`src/verilog/iox_defs.vh`:
```
// Purpose: Constants for the increment and inclusive-OR instruction execute block.
// Assumes: 14-bit instruction words, 8-bit data, 7-bit file addresses.
// Notes: Opcode values are compared against instruction bits 13:8.
// Overview of operation
// - increment_register adds one to file register; d picks accumulator or file.
// - increment_skip_if_zero adds one, writes destination, leaves zero flag alone.
// - Nonzero skip result lets the next instruction execute normally.
// - Zero skip result replaces next instruction with a four-phase no-op cycle.
// - or_literal_into_accumulator ORs accumulator with literal, writes accumulator, sets zero.
// - or_accumulator_with_register ORs accumulator with file; d picks destination.
// - Phases: decode, read operand, process data, write destination.
`ifndef IOX_DEFS_VH
`define IOX_DEFS_VH
`define IOX_OP_INC 6'h0A
`define IOX_OP_INCSKIP 6'h0F
`define IOX_OP_ORLIT 6'h38
`define IOX_OP_ORREG 6'h04
`define IOX_OP_MSB 13
`define IOX_OP_LSB 8
`define IOX_D_BIT 7
`define IOX_ADDR_MSB 6
`define IOX_LIT_MSB 7
`define IOX_ACC_RESET 8'h00
`define IOX_ZERO_RESET 1'b0
`endif

```
`src/verilog/iox_alu.v`:
```
// Purpose: Combinational result path for increment and inclusive OR.
// Assumes: Operands are stable during the process phase.
// Notes: Zero detect covers the 8-bit wrapped result.
`timescale 1ns/1ns
module iox_alu
(
  // Operands
  input wire [7:0] acc,
  input wire [7:0] operand,
  input wire do_or,
  // Result
  output wire [7:0] result,
  output wire is_zero
);
  wire [7:0] inc_val;
  assign inc_val = operand + 8'h01;
  assign result = do_or ? (acc | operand) : inc_val;
  assign is_zero = (result == 8'h00);
endmodule // iox_alu

```
`src/verilog/iox_exec.v`:
```
// Purpose: Decode and execute increment and inclusive-OR instructions over four phases.
// Assumes: instr_valid is held with a stable instruction through the whole cycle.
// Notes: The file register is read in phase 2 and written in phase 4.
`timescale 1ns/1ns
`include "iox_defs.vh"
module iox_exec
(
  // Clock and reset
  input wire clk,
  input wire reset,
  // Instruction input
  input wire [13:0] instr,
  input wire instr_valid,
  // File register read port
  input wire [7:0] file_rdata,
  output reg [6:0] file_addr_r,
  output reg file_rd_r,
  // File register write port
  output reg [7:0] file_wdata_r,
  output reg file_we_r,
  // Architectural state
  output reg [7:0] acc_r,
  output reg zero_r,
  // Phase and skip status
  output reg [3:0] phase_r,
  output reg nop_cycle_r,
  output reg busy_r
);
  localparam S_Q1 = 4'h1;
  localparam S_Q2 = 4'h2;
  localparam S_Q3 = 4'h4;
  localparam S_Q4 = 4'h8;
  reg [3:0] state_r;
  reg [3:0] state_nxt;
  reg [1:0] kind_r;
  reg dest_r;
  reg known_r;
  reg [7:0] operand_r;
  reg skip_pend_r;
  reg [1:0] kind_nxt;
  reg known_nxt;
  reg [7:0] acc_nxt;
  reg zero_nxt;
  reg wr_file_nxt;
  reg skip_nxt;
  wire [5:0] op;
  wire [7:0] alu_res;
  wire alu_zero;
  wire start;
  assign op = instr[`IOX_OP_MSB:`IOX_OP_LSB];
  // A cycle starts on a presented instruction or on a pending skip.
  assign start = instr_valid || skip_pend_r;
  iox_alu u_alu
  (
    .acc(acc_r),
    .operand(operand_r),
    .do_or(kind_r[1]),
    .result(alu_res),
    .is_zero(alu_zero)
  );
  always @*
  begin
    case (state_r)
      S_Q1: state_nxt = (instr_valid || skip_pend_r) ? S_Q2 : S_Q1;
      S_Q2: state_nxt = S_Q3;
      S_Q3: state_nxt = S_Q4;
      S_Q4: state_nxt = S_Q1;
      default: state_nxt = S_Q1;
    endcase
  end
  // Opcode decode; kind 00 inc, 01 inc-skip, 10 or-literal, 11 or-register.
  always @*
  begin
    kind_nxt = 2'b00;
    known_nxt = 1'b1;
    case (op)
      `IOX_OP_INC:
      begin
        kind_nxt = 2'b00;
      end
      `IOX_OP_INCSKIP:
      begin
        kind_nxt = 2'b01;
      end
      `IOX_OP_ORLIT:
      begin
        kind_nxt = 2'b10;
      end
      `IOX_OP_ORREG:
      begin
        kind_nxt = 2'b11;
      end
      default:
      begin
        known_nxt = 1'b0;
      end
    endcase
  end
  // Write-back values, taken at the end of the write phase.
  always @*
  begin
    acc_nxt = acc_r;
    zero_nxt = zero_r;
    wr_file_nxt = 1'b0;
    skip_nxt = 1'b0;
    if (known_r)
    begin
      if (kind_r == 2'b10 || !dest_r)
      begin
        acc_nxt = alu_res;
      end
      else
      begin
        wr_file_nxt = 1'b1;
      end
      if (kind_r != 2'b01)
      begin
        zero_nxt = alu_zero;
      end
      skip_nxt = (kind_r == 2'b01) && alu_zero;
    end
  end
  // Phase register; the status port shows the phase one cycle late.
  always @(posedge clk)
  begin
    if (reset)
    begin
      state_r <= S_Q1;
      phase_r <= 4'h0;
    end
    else
    begin
      state_r <= state_nxt;
      phase_r <= (state_r == S_Q1 && !start) ? 4'h0 : state_r;
    end
  end
  // Per-phase work of the instruction cycle.
  always @(posedge clk)
  begin
    if (reset)
    begin
      kind_r <= 2'b00;
      dest_r <= 1'b0;
      known_r <= 1'b0;
      operand_r <= 8'h00;
      skip_pend_r <= 1'b0;
      file_addr_r <= 7'h00;
      file_rd_r <= 1'b0;
      file_wdata_r <= 8'h00;
      file_we_r <= 1'b0;
      acc_r <= `IOX_ACC_RESET;
      zero_r <= `IOX_ZERO_RESET;
      nop_cycle_r <= 1'b0;
      busy_r <= 1'b0;
    end
    else
    begin
      file_rd_r <= 1'b0;
      file_we_r <= 1'b0;
      case (state_r)
        S_Q1:
        begin
          // Decode phase; a pending skip turns this cycle into a no-op.
          if (skip_pend_r)
          begin
            skip_pend_r <= 1'b0;
            nop_cycle_r <= 1'b1;
            known_r <= 1'b0;
            busy_r <= 1'b1;
          end
          else if (instr_valid)
          begin
            busy_r <= 1'b1;
            nop_cycle_r <= 1'b0;
            dest_r <= instr[`IOX_D_BIT];
            file_addr_r <= instr[`IOX_ADDR_MSB:0];
            kind_r <= kind_nxt;
            known_r <= known_nxt;
          end
          else
          begin
            busy_r <= 1'b0;
            nop_cycle_r <= 1'b0;
          end
        end
        S_Q2:
        begin
          // Operand read: literal from the word, otherwise the file register.
          if (known_r && kind_r == 2'b10)
          begin
            operand_r <= instr[`IOX_LIT_MSB:0];
          end
          else if (known_r)
          begin
            file_rd_r <= 1'b1;
          end
        end
        S_Q3:
        begin
          // File data is captured while the read pulse stands.
          if (known_r && kind_r != 2'b10)
          begin
            operand_r <= file_rdata;
          end
        end
        S_Q4:
        begin
          // Write phase.
          busy_r <= 1'b0;
          acc_r <= acc_nxt;
          zero_r <= zero_nxt;
          skip_pend_r <= skip_nxt;
          file_we_r <= wr_file_nxt;
          if (wr_file_nxt)
          begin
            file_wdata_r <= alu_res;
          end
        end
        default:
        begin
          busy_r <= 1'b0;
        end
      endcase
    end
  end
endmodule // iox_exec

```
`config.mk`:
```
export PLATFORM = sky130hd
export DESIGN_NAME = iox_exec
export DESIGN_NICKNAME = d
export VERILOG_FILES = /design/src/verilog/iox_alu.v /design/src/verilog/iox_exec.v
export VERILOG_INCLUDE_DIRS = /design/src /design/src/verilog
export SDC_FILE = /design/constraint.sdc
export NUM_CORES = 1
export LEC_CHECK = 0
export BUFFER_PORTS_ARGS = -buffer_cell sky130_fd_sc_hd__buf_2
export CORE_ASPECT_RATIO = 0.75
export CORE_UTILIZATION = 40
export CTS_BUF_LIST = sky130_fd_sc_hd__clkbuf_4 sky130_fd_sc_hd__clkbuf_8
export DETAILED_ROUTE_END_ITERATION = 7
export GPL_TIMING_DRIVEN = 1
export PLACE_DENSITY_LB_ADDON = 0.25
export SLEW_MARGIN = 20
export SYNTH_ARGS = -nofsm -noshare
export SYNTH_HDL_FRONTEND = slang
export SYNTH_HIERARCHICAL = 1
export SYNTH_SLANG_ARGS = --single-unit
```
`constraint.sdc`:
```
create_clock -name clk -period 1.67 [get_ports clk]
set_input_delay 0.334 -clock clk [delete_from_list [all_inputs] [get_ports clk]]
set_output_delay 0.334 -clock clk [all_outputs]
set_load 0.01 [all_outputs]
```
==> results of run 1 <==
worst paths after layout:
check	startpoint	to	slack (ns)	cells past startpoint
worst max-delay path	state_r[3]$_SDFF_PP0_	kind_r[1]$_SDFFE_PP0P_	-0.04	4
worst min-delay path	reset	phase_r[1]$_SDFF_PP0_	0.23	2
worst min register to register	busy_r$_SDFFE_PP0N_	busy_r$_SDFFE_PP0N_	0.46	2
worst max register to register	state_r[3]$_SDFF_PP0_	kind_r[1]$_SDFFE_PP0P_	-0.04	4
critical path, cell delays in order (launching register included):
cell	delay, ns
dfxtp_1	0.32
or3_4	0.39
or3_4	0.34
or4_4	0.49
a21oi_2	0.12
kinds of logic after synthesis:
logic type / Yosys count
AND/OR/NAND/NOR: 78
flip-flops: 49
AO/OA/AOI/OAI: 44
multiplexers: 38
buffers and inverters: 16
XOR/XNOR: 3
adder cells (fa/ha/maj): 1
area by class of cell:
class	instances	area (sq um)
fill	461	2221
multi-input combinational	164	1197
sequential	49	984.7
timing repair buffer	85	498.0
clock buffer	7	90.09
tap	72	90.09
inverter	3	11.26
registers in the layout, indices dropped and copies added (netlist names):
name          flops
skip_pend_r       1
busy_r            1
phase_r           4
nop_cycle_r       1
file_we_r         1
known_r           1
file_rd_r         1
dest_r            1
file_addr_r       7
file_wdata_r      8
state_r           4
operand_r         8
zero_r            1
kind_r            2
acc_r             8
layer usage:
metal  vias up  part of all wire  GRT usage
met4         0            0.0092    0.06148
met2        64              0.39     0.2461
li1        994                 -          -
met5         -                 0          0
met1       879              0.55     0.2888
met3         4             0.053    0.03745
power by group through the flow:
stage	clock network, mW	logic [mW]	registers, mW
6_report	0.720	0.222	1.21
3_5_place_dp	0	0.217	1.23
5_1_grt	0.793	0.245	1.21
4_1_cts	0.741	0.220	1.21
2_1_floorplan	0	0.108	1.24
3_3_place_gp	0	0.214	1.23
synth_stat cells, types with 3 or more instances:
master    instances  share of area
nor2b_1           6          0.017
nand2b_1          3         0.0086
nand3_1           3         0.0068
o21ai_0           3         0.0068
nand2_1           5         0.0086
mux2i_1          38           0.17
dfxtp_1          49           0.45
nand4b_1          3          0.012
inv_1             3         0.0051
xnor2_1           3          0.012
a21oi_1          20          0.046
and2_1            3         0.0086
nor4b_1           3          0.012
nor2_1           34          0.058
a311oi_1          9          0.036
clkbuf_1         10          0.017
metrics by stage:
step | hold slack (ns) | instances | total power, mW | setup WS, ns | utilization
after floorplan | 0.4133 | 229 | 1.350 | -0.1012 | -
after global placement | 0.4422 | 373 | 1.446 | -0.0007544 | 0.5364
after detailed placement | 0.4537 | 373 | 1.450 | -0.04582 | 0.5364
after CTS | 0.2249 | 380 | 2.167 | -0.06615 | 0.5550
after global routing | 0.2274 | 380 | 2.248 | -0.06992 | 0.5639
final | 0.2335 | 380 | 2.148 | -0.04213 | 0.5639
what timing repair did:
action                     in CTS  in global routing
setup endpoints to repair       1                  8
pin swaps                       0                  5
resized for setup               1                 13
setup buffers                   0                  0
gates cloned                    0                  0
==> impl_metrics.csv, run 1 <==
group,metric,value,unit
run_status,status,"complete, but fails checks",
run_status,violations,"negative setup slack",
routing,dr.pass1.iters,4,
sta,worst_slew_pin_slew,0.3971,ns
synthesis,synth_adder_area_share,0.005701,
place,dpl.hpwl,3.710,mm
synthesis,synth_xor_area_frac,0.01197,
critical_path,endpoint_kind,"flip-flop",
final_layout,fin_nets,334,
power,leakagePower,1.414,nW
floorplanning,row_count,22,
critical_path,startpoint_type,"flip-flop",
routing,drcViolationCount,0,
clock_network,cts_tree,"done",
synthesis,ys_async_sr_fraction,0,
clock_network,htree_levels,2,
sta,final.setup.worst_slack,-0.04213,ns
grt,grt_max_degree,30,
sta,min_period_over_period,1.025,
grt,gr-usage-all-layers,0.1852,
synthesis,netlist_area,2195,sq um
floorplanning,die_area,5790,sq um
power,switching_power,505.0,uW
clock_network,clk_latency,0.29,ns
power,seq_power_share,0.561,
floorplanning,initial_utilization,0.4310,
synthesis,synth_compound_area_frac,0.1334,
grt,antenna_found_initial,0,
power,swShare,0.2351,
floorplanning,pin_count,57,
final_layout,layout_common_cells,"56 x buf_2, 46 x dfxtp_1, 38 x mux2i_1",
power,power_frac_comb,0.104,
sta,min_period,1.712,ns
sta,hold_violations,0,
final_layout,final_area,2872,sq um
final_layout,antenna_cells,0,
final_layout,syn_to_final_growth,30.84,%
critical_path,crit_arrival,1.95,ns
worst_hold_path,hold_class,"in2reg",
routing,drt-wirelength-per-cell,13.19,microns
critical_path,critPathMaxFanout,2,
routing,totalWireLength,5.014,mm
clock_network,clkTransAtPathRegs,0.09,ns
floorplanning,die_h,66.15,microns
routing,via_per_inst,5.108,
critical_path,criticalPathCategory,"reg2reg",
place,dpl_cell_area,2731,sq um
place,port_buffers,56,
place,gp_congestion,0.8398,
clock_network,clockRootBuffer,"clkbuf_8",
synthesis,synth_warnings,6,
sta,report.final.setup_viol,1,
flow_run,max_cap_viol_count,0,
synthesis,synth.distinct_cells,45,
synthesis,synthCells,229,
clock_network,clkSinkCount,49,
grt,grt_pass1_wl,8.183,mm
sta,tns,-0.04213,ns
power,power_density,748.0,nW/um^2
grt,overflow,0,
power,internal_power,1.643,mW
synthesis,synth_simple_gate_area_frac,0.1973,
final_layout,final_common_cell,"buf_2",
grt,grt_pass1_vias,1699,
sta,fmax,584.1,MHz
synthesis,syn_nets,255,
clock_network,cts_inserted_buffers,5,
power,power_frac_clock,0.335,
synthesis,ys_ff_latch,49,
clock_network,cts_hold_buf,0,
floorplanning,fp.coreArea,5092,sq um
routing,drtIter0Drc,116,
synthesis,synth_edf_count,0,
synthesis,synthFlopType,"dfxtp_1",
sta,fin_worst_skew,0.003621,ns
final_layout,drive_gt1_frac,0.3539,
floorplanning,die_width,87.53,microns
sta,rsz0062_at_grt,"true",
critical_path,cp.required,1.91,ns
clock_network,cts_buffer_depth,2,
synthesis,synth_top_family_by_area,"simple AND/OR/NAND/NOR gates",
power,peakVddDrop,389.5,uV
synthesis,ys_seq_area_frac,0.4470,
synthesis,synthMuxAreaShare,0.1733,
synthesis,postSynthAreaPerCell,9.583,sq um
sta,slew_headroom,0.7315,
routing,num_vias,1941,
sta,drv_slew,0,
routing,antenna_left,0,
Note: power is estimated with default switching activity, not from simulation.
==> run 2: changes to the inputs <==
PLACE_DENSITY = 0.73   (was default)
PLACE_DENSITY_LB_ADDON = default   (was 0.25)
==> run 2 against run 1 <==
The flow now finishes without violations. First-iteration DRC count down 16%. Clock power down 4.6%. Die area unchanged. Flip-flop and latch count unchanged. Final area up 0.74%. Combinational power about the same. Sequential share of layout area down 0.12 points. Maximum frequency up 3.6%. Routed wire length up 1.7%. Worst setup slack better by 0.060 ns. Global-route usage up 0.79 points. Largest cell class unchanged.
==> impl_metrics.csv, run 2 (synthesized netlist as in run 1, its figures left out) <==
group,metric,value,unit
critical_path,rrSetupSlack,0.02,ns
floorplanning,die_width,87.53,microns
sta,min_period_over_period,0.9892,
final_layout,final_common_cell,"buf_2",
floorplanning,die_h,66.15,microns
grt,gr-usage-all-layers,0.1932,
critical_path,critPathMaxFanout,2,
place,gp_congestion,0.8607,
routing,totalWireLength,5.101,mm
clock_network,htree_levels,2,
grt,met3_usage,0.04245,
grt,antenna_found_initial,0,
critical_path,endpoint_kind,"flip-flop",
final_layout,top_regs,"acc_r: 8 flops, file_wdata_r: 8 flops, operand_r: 8 flops",
power,peakVddDrop,409.9,uV
grt,grtUsageMet2,0.3047,
clock_network,cts_tree,"done",
sta,slew_headroom,0.7028,
sta,min_period,1.652,ns
critical_path,worstReg2RegStart,"state_r[3]$_SDFF_PP0_",
critical_path,r2r-end,"kind_r[1]$_SDFFE_PP0P_",
final_layout,syn_to_final_growth,31.81,%
routing,antenna_left,0,
flow_run,max_cap_viol_count,0,
worst_hold_path,min_from,"reset",
sta,report.final.setup_viol,0,
floorplanning,row_count,22,
place,pre_cts_ws,-0.05035,ns
clock_network,cts_hold_buf,0,
sta,final.setup.worst_slack,0.01798,ns
sta,holdWs,0.2321,ns
place,dpl_cell_area,2701,sq um
place,dpl.hpwl,3.756,mm
grt,overflow,0,
clock_network,cts_inserted_buffers,5,
worst_hold_path,worstHoldPathCells,2,
run_status,status,"complete, no violations",
sta,fin_worst_skew,0.006491,ns
sta,fmax,605.3,MHz
clock_network,clockRootBuffer,"clkbuf_8",
power,power_density,731.1,nW/um^2
worst_hold_path,hold_class,"in2reg",
clock_network,clkTransAtPathRegs,0.08,ns
grt,grt_max_degree,28,
final_layout,drive_gt1_frac,0.3746,
grt,busiest_layer,"met2",
clock_network,clkSinkCount,49,
final_layout,layout_common_cells,"56 x buf_2, 43 x dfxtp_1, 37 x mux2i_1",
power,leakagePower,1.397,nW
worst_hold_path,hold_end,"phase_r[1]$_SDFF_PP0_",
clock_network,clk_latency,0.30,ns
power,totalPowerFinal,2.115,mW
final_layout,num-fill-cells,449,
place,port_buffers,56,
sta,drv_slew,0,
critical_path,crit_arrival,1.88,ns
routing,num_vias,1945,
floorplanning,fp.coreArea,5092,sq um
final_layout,antenna_cells,0,
routing,drt-wirelength-per-cell,13.46,microns
critical_path,criticalPathCategory,"reg2reg",
grt,grt_pass1_wl,8.549,mm
grt,grt_pass1_vias,1838,
floorplanning,die_area,5790,sq um
routing,drcViolationCount,0,
clock_network,cts_buffer_depth,2,
sta,worst_slew_pin_slew,0.4412,ns
floorplanning,pin_count,57,
critical_path,rr_worst_depth,4,
routing,via_per_inst,5.132,
routing,dr.pass1.iters,4,
floorplanning,initial_utilization,0.4310,
sta,rsz0062_at_grt,"true",
routing,drtIter0Drc,98,
final_layout,final_area,2893,sq um
grt,use_met1,0.2644,
critical_path,startpoint_type,"flip-flop",
sta,tns,0,ns
sta,hold_violations,0,
final_layout,fin_nets,332,
critical_path,cp.required,1.90,ns
==> run 2: worst max-delay path: stages (launching register included) <==
cell and delay [ns]:
dfxtp_2 0.33, or3_4 0.38, or3_4 0.34, or4_4 0.42, a21oi_2 0.12
==> run 2: cell type report <==
class	count	area [sq um]	share of cell area
inverters	3	11.26	0.003893
clock buffers	6	76.32	0.02638
multi-input cells	164	1230	0.4252
repair buffers	83	486.7	0.1683
flip-flops and latches	49	988.4	0.3417
clock inverters	2	10.01	0.003460
well taps	72	90.09	0.03114
==> run 2: stage by stage <==
step / std cells / utilization
2_1_floorplan: 229 / -
3_3_place_gp: 369 / 0.5305
3_5_place_dp: 369 / 0.5305
4_1_cts: 377 / 0.5484
5_1_grt: 379 / 0.5681
6_report: 379 / 0.5681
==> run 2: per-layer routing <==
layer / vias up / part of all wire
met2: 46 / 0.43
met5: - / 0
met3: 5 / 0.041
met1: 906 / 0.52
met4: 0 / 0.0071
li1: 988 / -
==> run 2: timing repair <==
action	in CTS	in global routing
setup buffers	0	2
gates resized for setup	3	22
setup endpoints to repair	2	22
pin swaps	3	4
==> run 2: report_power, final <==
group	switching [mW]	internal, mW	leakage, nW
clock network	0.380	0.307	0.0484
logic	0.118	0.104	0.948
registers	0.0135	1.19	0.400
==> run 2: worst max path at each step <==
| stage | start | endpoint | slack, ns | cells after the start |
|---|---|---|---|---|
| 3_5_place_dp | operand_r[0]$_SDFFE_PP0P_ | skip_pend_r$_SDFFE_PP0P_ | -0.05 | 7 |
| 4_1_cts | operand_r[0]$_SDFFE_PP0P_ | skip_pend_r$_SDFFE_PP0P_ | -0.01 | 7 |
| 6_report | state_r[3]$_SDFF_PP0_ | kind_r[1]$_SDFFE_PP0P_ | 0.02 | 4 |
| 5_1_grt | state_r[3]$_SDFF_PP0_ | kind_r[1]$_SDFFE_PP0P_ | -0.03 | 4 |
| 2_1_floorplan | state_r[3]$_SDFF_PP0_ | kind_r[1]$_SDFFE_PP0P_ | -0.10 | 5 |
| 3_3_place_gp | state_r[3]$_SDFF_PP0_ | kind_r[1]$_SDFFE_PP0P_ | 0.01 | 4 |
==> run 3: changes to the inputs <==
--- a/config.mk
+++ b/config.mk
@@ -15,2 +15,3 @@
 export PLACE_DENSITY = 0.73
+export SETUP_SLACK_MARGIN = 0.02
 export SLEW_MARGIN = 20
==> constraint.sdc (replaced) <==
create_clock -name clk -period 1.67 [get_ports clk]
set_input_delay 0.4175 -clock clk [delete_from_list [all_inputs] [get_ports clk]]
set_output_delay 0.4175 -clock clk [all_outputs]
set_load 0.01 [all_outputs]
==> run 3 against run 2 <==
Final area is essentially flat. Critical endpoint unchanged. Final cell count is 0.26% lower. Combinational power is 3% higher. Sequential power barely moved. Non-clock buffer count is 1 lower. Clock skew shrank 0.0014 ns. Count of clock-buffer cells in the layout decreased by 1. Critical path depth stayed put. Sequential share of layout area grew 0.14 points.
==> impl_metrics.csv, run 3 (synthesized netlist as in run 1, its figures left out) <==
group,metric,value,unit
clock_network,cts_buffer_depth,2,
critical_path,path_common_cell,"or3_4",
sta,hold_violations,0,
sta,drv_slew,0,
routing,met1_length,2.707,mm
floorplanning,row_count,22,
routing,antenna_left,0,
place,dp.cells,370,
clock_network,clkSinkCount,49,
clock_network,clkTransAtPathRegs,0.09,ns
critical_path,criticalPathCategory,"reg2reg",
routing,dr.pass1.iters,4,
floorplanning,pin_count,57,
critical_path,cp.required,1.91,ns
place,port_buffers,56,
final_layout,fin_nets,331,
sta,slew_headroom,0.6936,
grt,grt_max_degree,42,
critical_path,cp_slowest_stage_delay,0.42,ns
routing,num_vias,1941,
critical_path,startpoint_type,"flip-flop",
final_layout,antenna_cells,0,
place,gp_congestion,0.8364,
power,power_density,734.1,nW/um^2
routing,drcViolationCount,0,
critical_path,slowest_stage,"or4_4",
sta,worst_slew_pin_slew,0.4548,ns
routing,routed.top_layer,"met4",
clock_network,clk_latency,0.30,ns
place,dpl_cell_area,2709,sq um
clock_network,cts_tree,"done",
final_layout,drive_gt1_frac,0.3758,
critical_path,crit_arrival,1.90,ns
final_layout,layout_common_cells,"56 x buf_2, 42 x dfxtp_1, 37 x mux2i_1",
sta,fmax,600.9,MHz
grt,overflow,0,
run_status,status,"complete, no violations",
grt,antenna_found_initial,0,
clock_network,post_cts.repair.setup_buffers,0,
final_layout,syn_to_final_growth,31.76,%
sta,fin_worst_skew,0.005082,ns
power,peakVddDrop,452.0,uV
final_layout,top_regs,"acc_r: 8 flops, file_wdata_r: 8 flops, operand_r: 8 flops",
floorplanning,die_h,66.15,microns
floorplanning,fp.coreArea,5092,sq um
flow_run,max_cap_viol_count,0,
clock_network,cts_hold_buf,0,
final_layout,fin_cells,378,
floorplanning,initial_utilization,0.4310,
sta,min_period_over_period,0.9966,
critical_path,critPathMaxFanout,2,
clock_network,cts_inserted_buffers,5,
sta,report.final.setup_viol,0,
grt,grt_pass1_vias,1736,
final_layout,final_area,2892,sq um
floorplanning,die_area,5790,sq um
routing,drtIter0Drc,109,
sta,min_period,1.664,ns
routing,wl_met3,231,microns
final_layout,num-fill-cells,466,
sta,rsz0062_at_grt,"true",
place,dpl.hpwl,3.667,mm
worst_hold_path,hold_class,"in2reg",
critical_path,endpoint_kind,"flip-flop",
routing,wl_met2,2.169,mm
grt,grt_pass1_wl,8.638,mm
clock_network,clockRootBuffer,"clkbuf_8",
floorplanning,die_width,87.53,microns
routing,drt-wirelength-per-cell,13.62,microns
final_layout,final_common_cell,"buf_2",
routing,via_per_inst,5.135,
clock_network,htree_levels,2,
critical_path,crit_chain,"or3_4 -> or3_4 -> or4_4 -> a21oi_2",
routing,totalWireLength,5.148,mm
grt,gr-usage-all-layers,0.1962,
power,leakagePower,1.388,nW
==> run 3: what timing repair did <==
action | 4_1_cts | 5_1_grt
endpoints found under the setup margin | 3 | 27
gates resized for setup | 10 | 18
pin swaps | 5 | 9
==> run 3: worst max-delay path: cells and delay by family (launching register included) <==
family / cells / cell delay (ns)
compound gates: 1 / 0.12
flops: 1 / 0.33
simple gates: 3 / 1.15
==> run 3: power by group <==
part	switching, mW	internal (mW)
Clock	0.400	0.290
Combinational	0.120	0.107
Sequential	0.0140	1.19
==> run 3: routing by layer <==
metal / vias to the layer above / global-route usage
met2: 48 / 0.2852
met5: - / 0
met1: 903 / 0.2899
met3: 5 / 0.03995
li1: 985 / -
met4: 0 / 0.05533
==> run 3: worst paths after layout <==
path	from	endpoint	slack, ns	depth (start not counted)
max	state_r[1]$_SDFF_PP0_	kind_r[1]$_SDFFE_PP0P_	0.006	4
min	instr[6]	file_addr_r[6]$_SDFFE_PP0P_	0.36	3
max reg2reg	state_r[1]$_SDFF_PP0_	kind_r[1]$_SDFFE_PP0P_	0.006	4
min reg2reg	busy_r$_SDFFE_PP0N_	busy_r$_SDFFE_PP0N_	0.46	2
==> run 3: cell type report <==
| cell class | count | area (sq um) | share of cell area |
|---|---|---|---|
| Sequential cell | 49 | 992.2 | 0.3431 |
| Clock buffer | 5 | 68.82 | 0.02380 |
| Multi-Input combinational cell | 164 | 1229 | 0.4249 |
| Inverter | 3 | 11.26 | 0.003894 |
| Clock inverter | 3 | 17.52 | 0.006058 |
| Timing Repair Buffer | 82 | 483.0 | 0.1670 |
| Tap cell | 72 | 90.09 | 0.03116 |
==> run 3: metrics by stage <==
step                      hold WS (ns)   TNS, ns    util  total power [mW]  setup slack (ns)
final                           0.3573         0  0.5678             2.123          0.005702
after global routing            0.3536  -0.09313  0.5678             2.226          -0.04338
after CTS                       0.3542  -0.01449  0.5568             2.129          -0.01449
after detailed placement        0.4492  -0.05017  0.5319             1.449          -0.03589
after global placement          0.4475         0  0.5319             1.444           0.01104
after floorplan                 0.4486   -0.1012       -             1.350           -0.1012
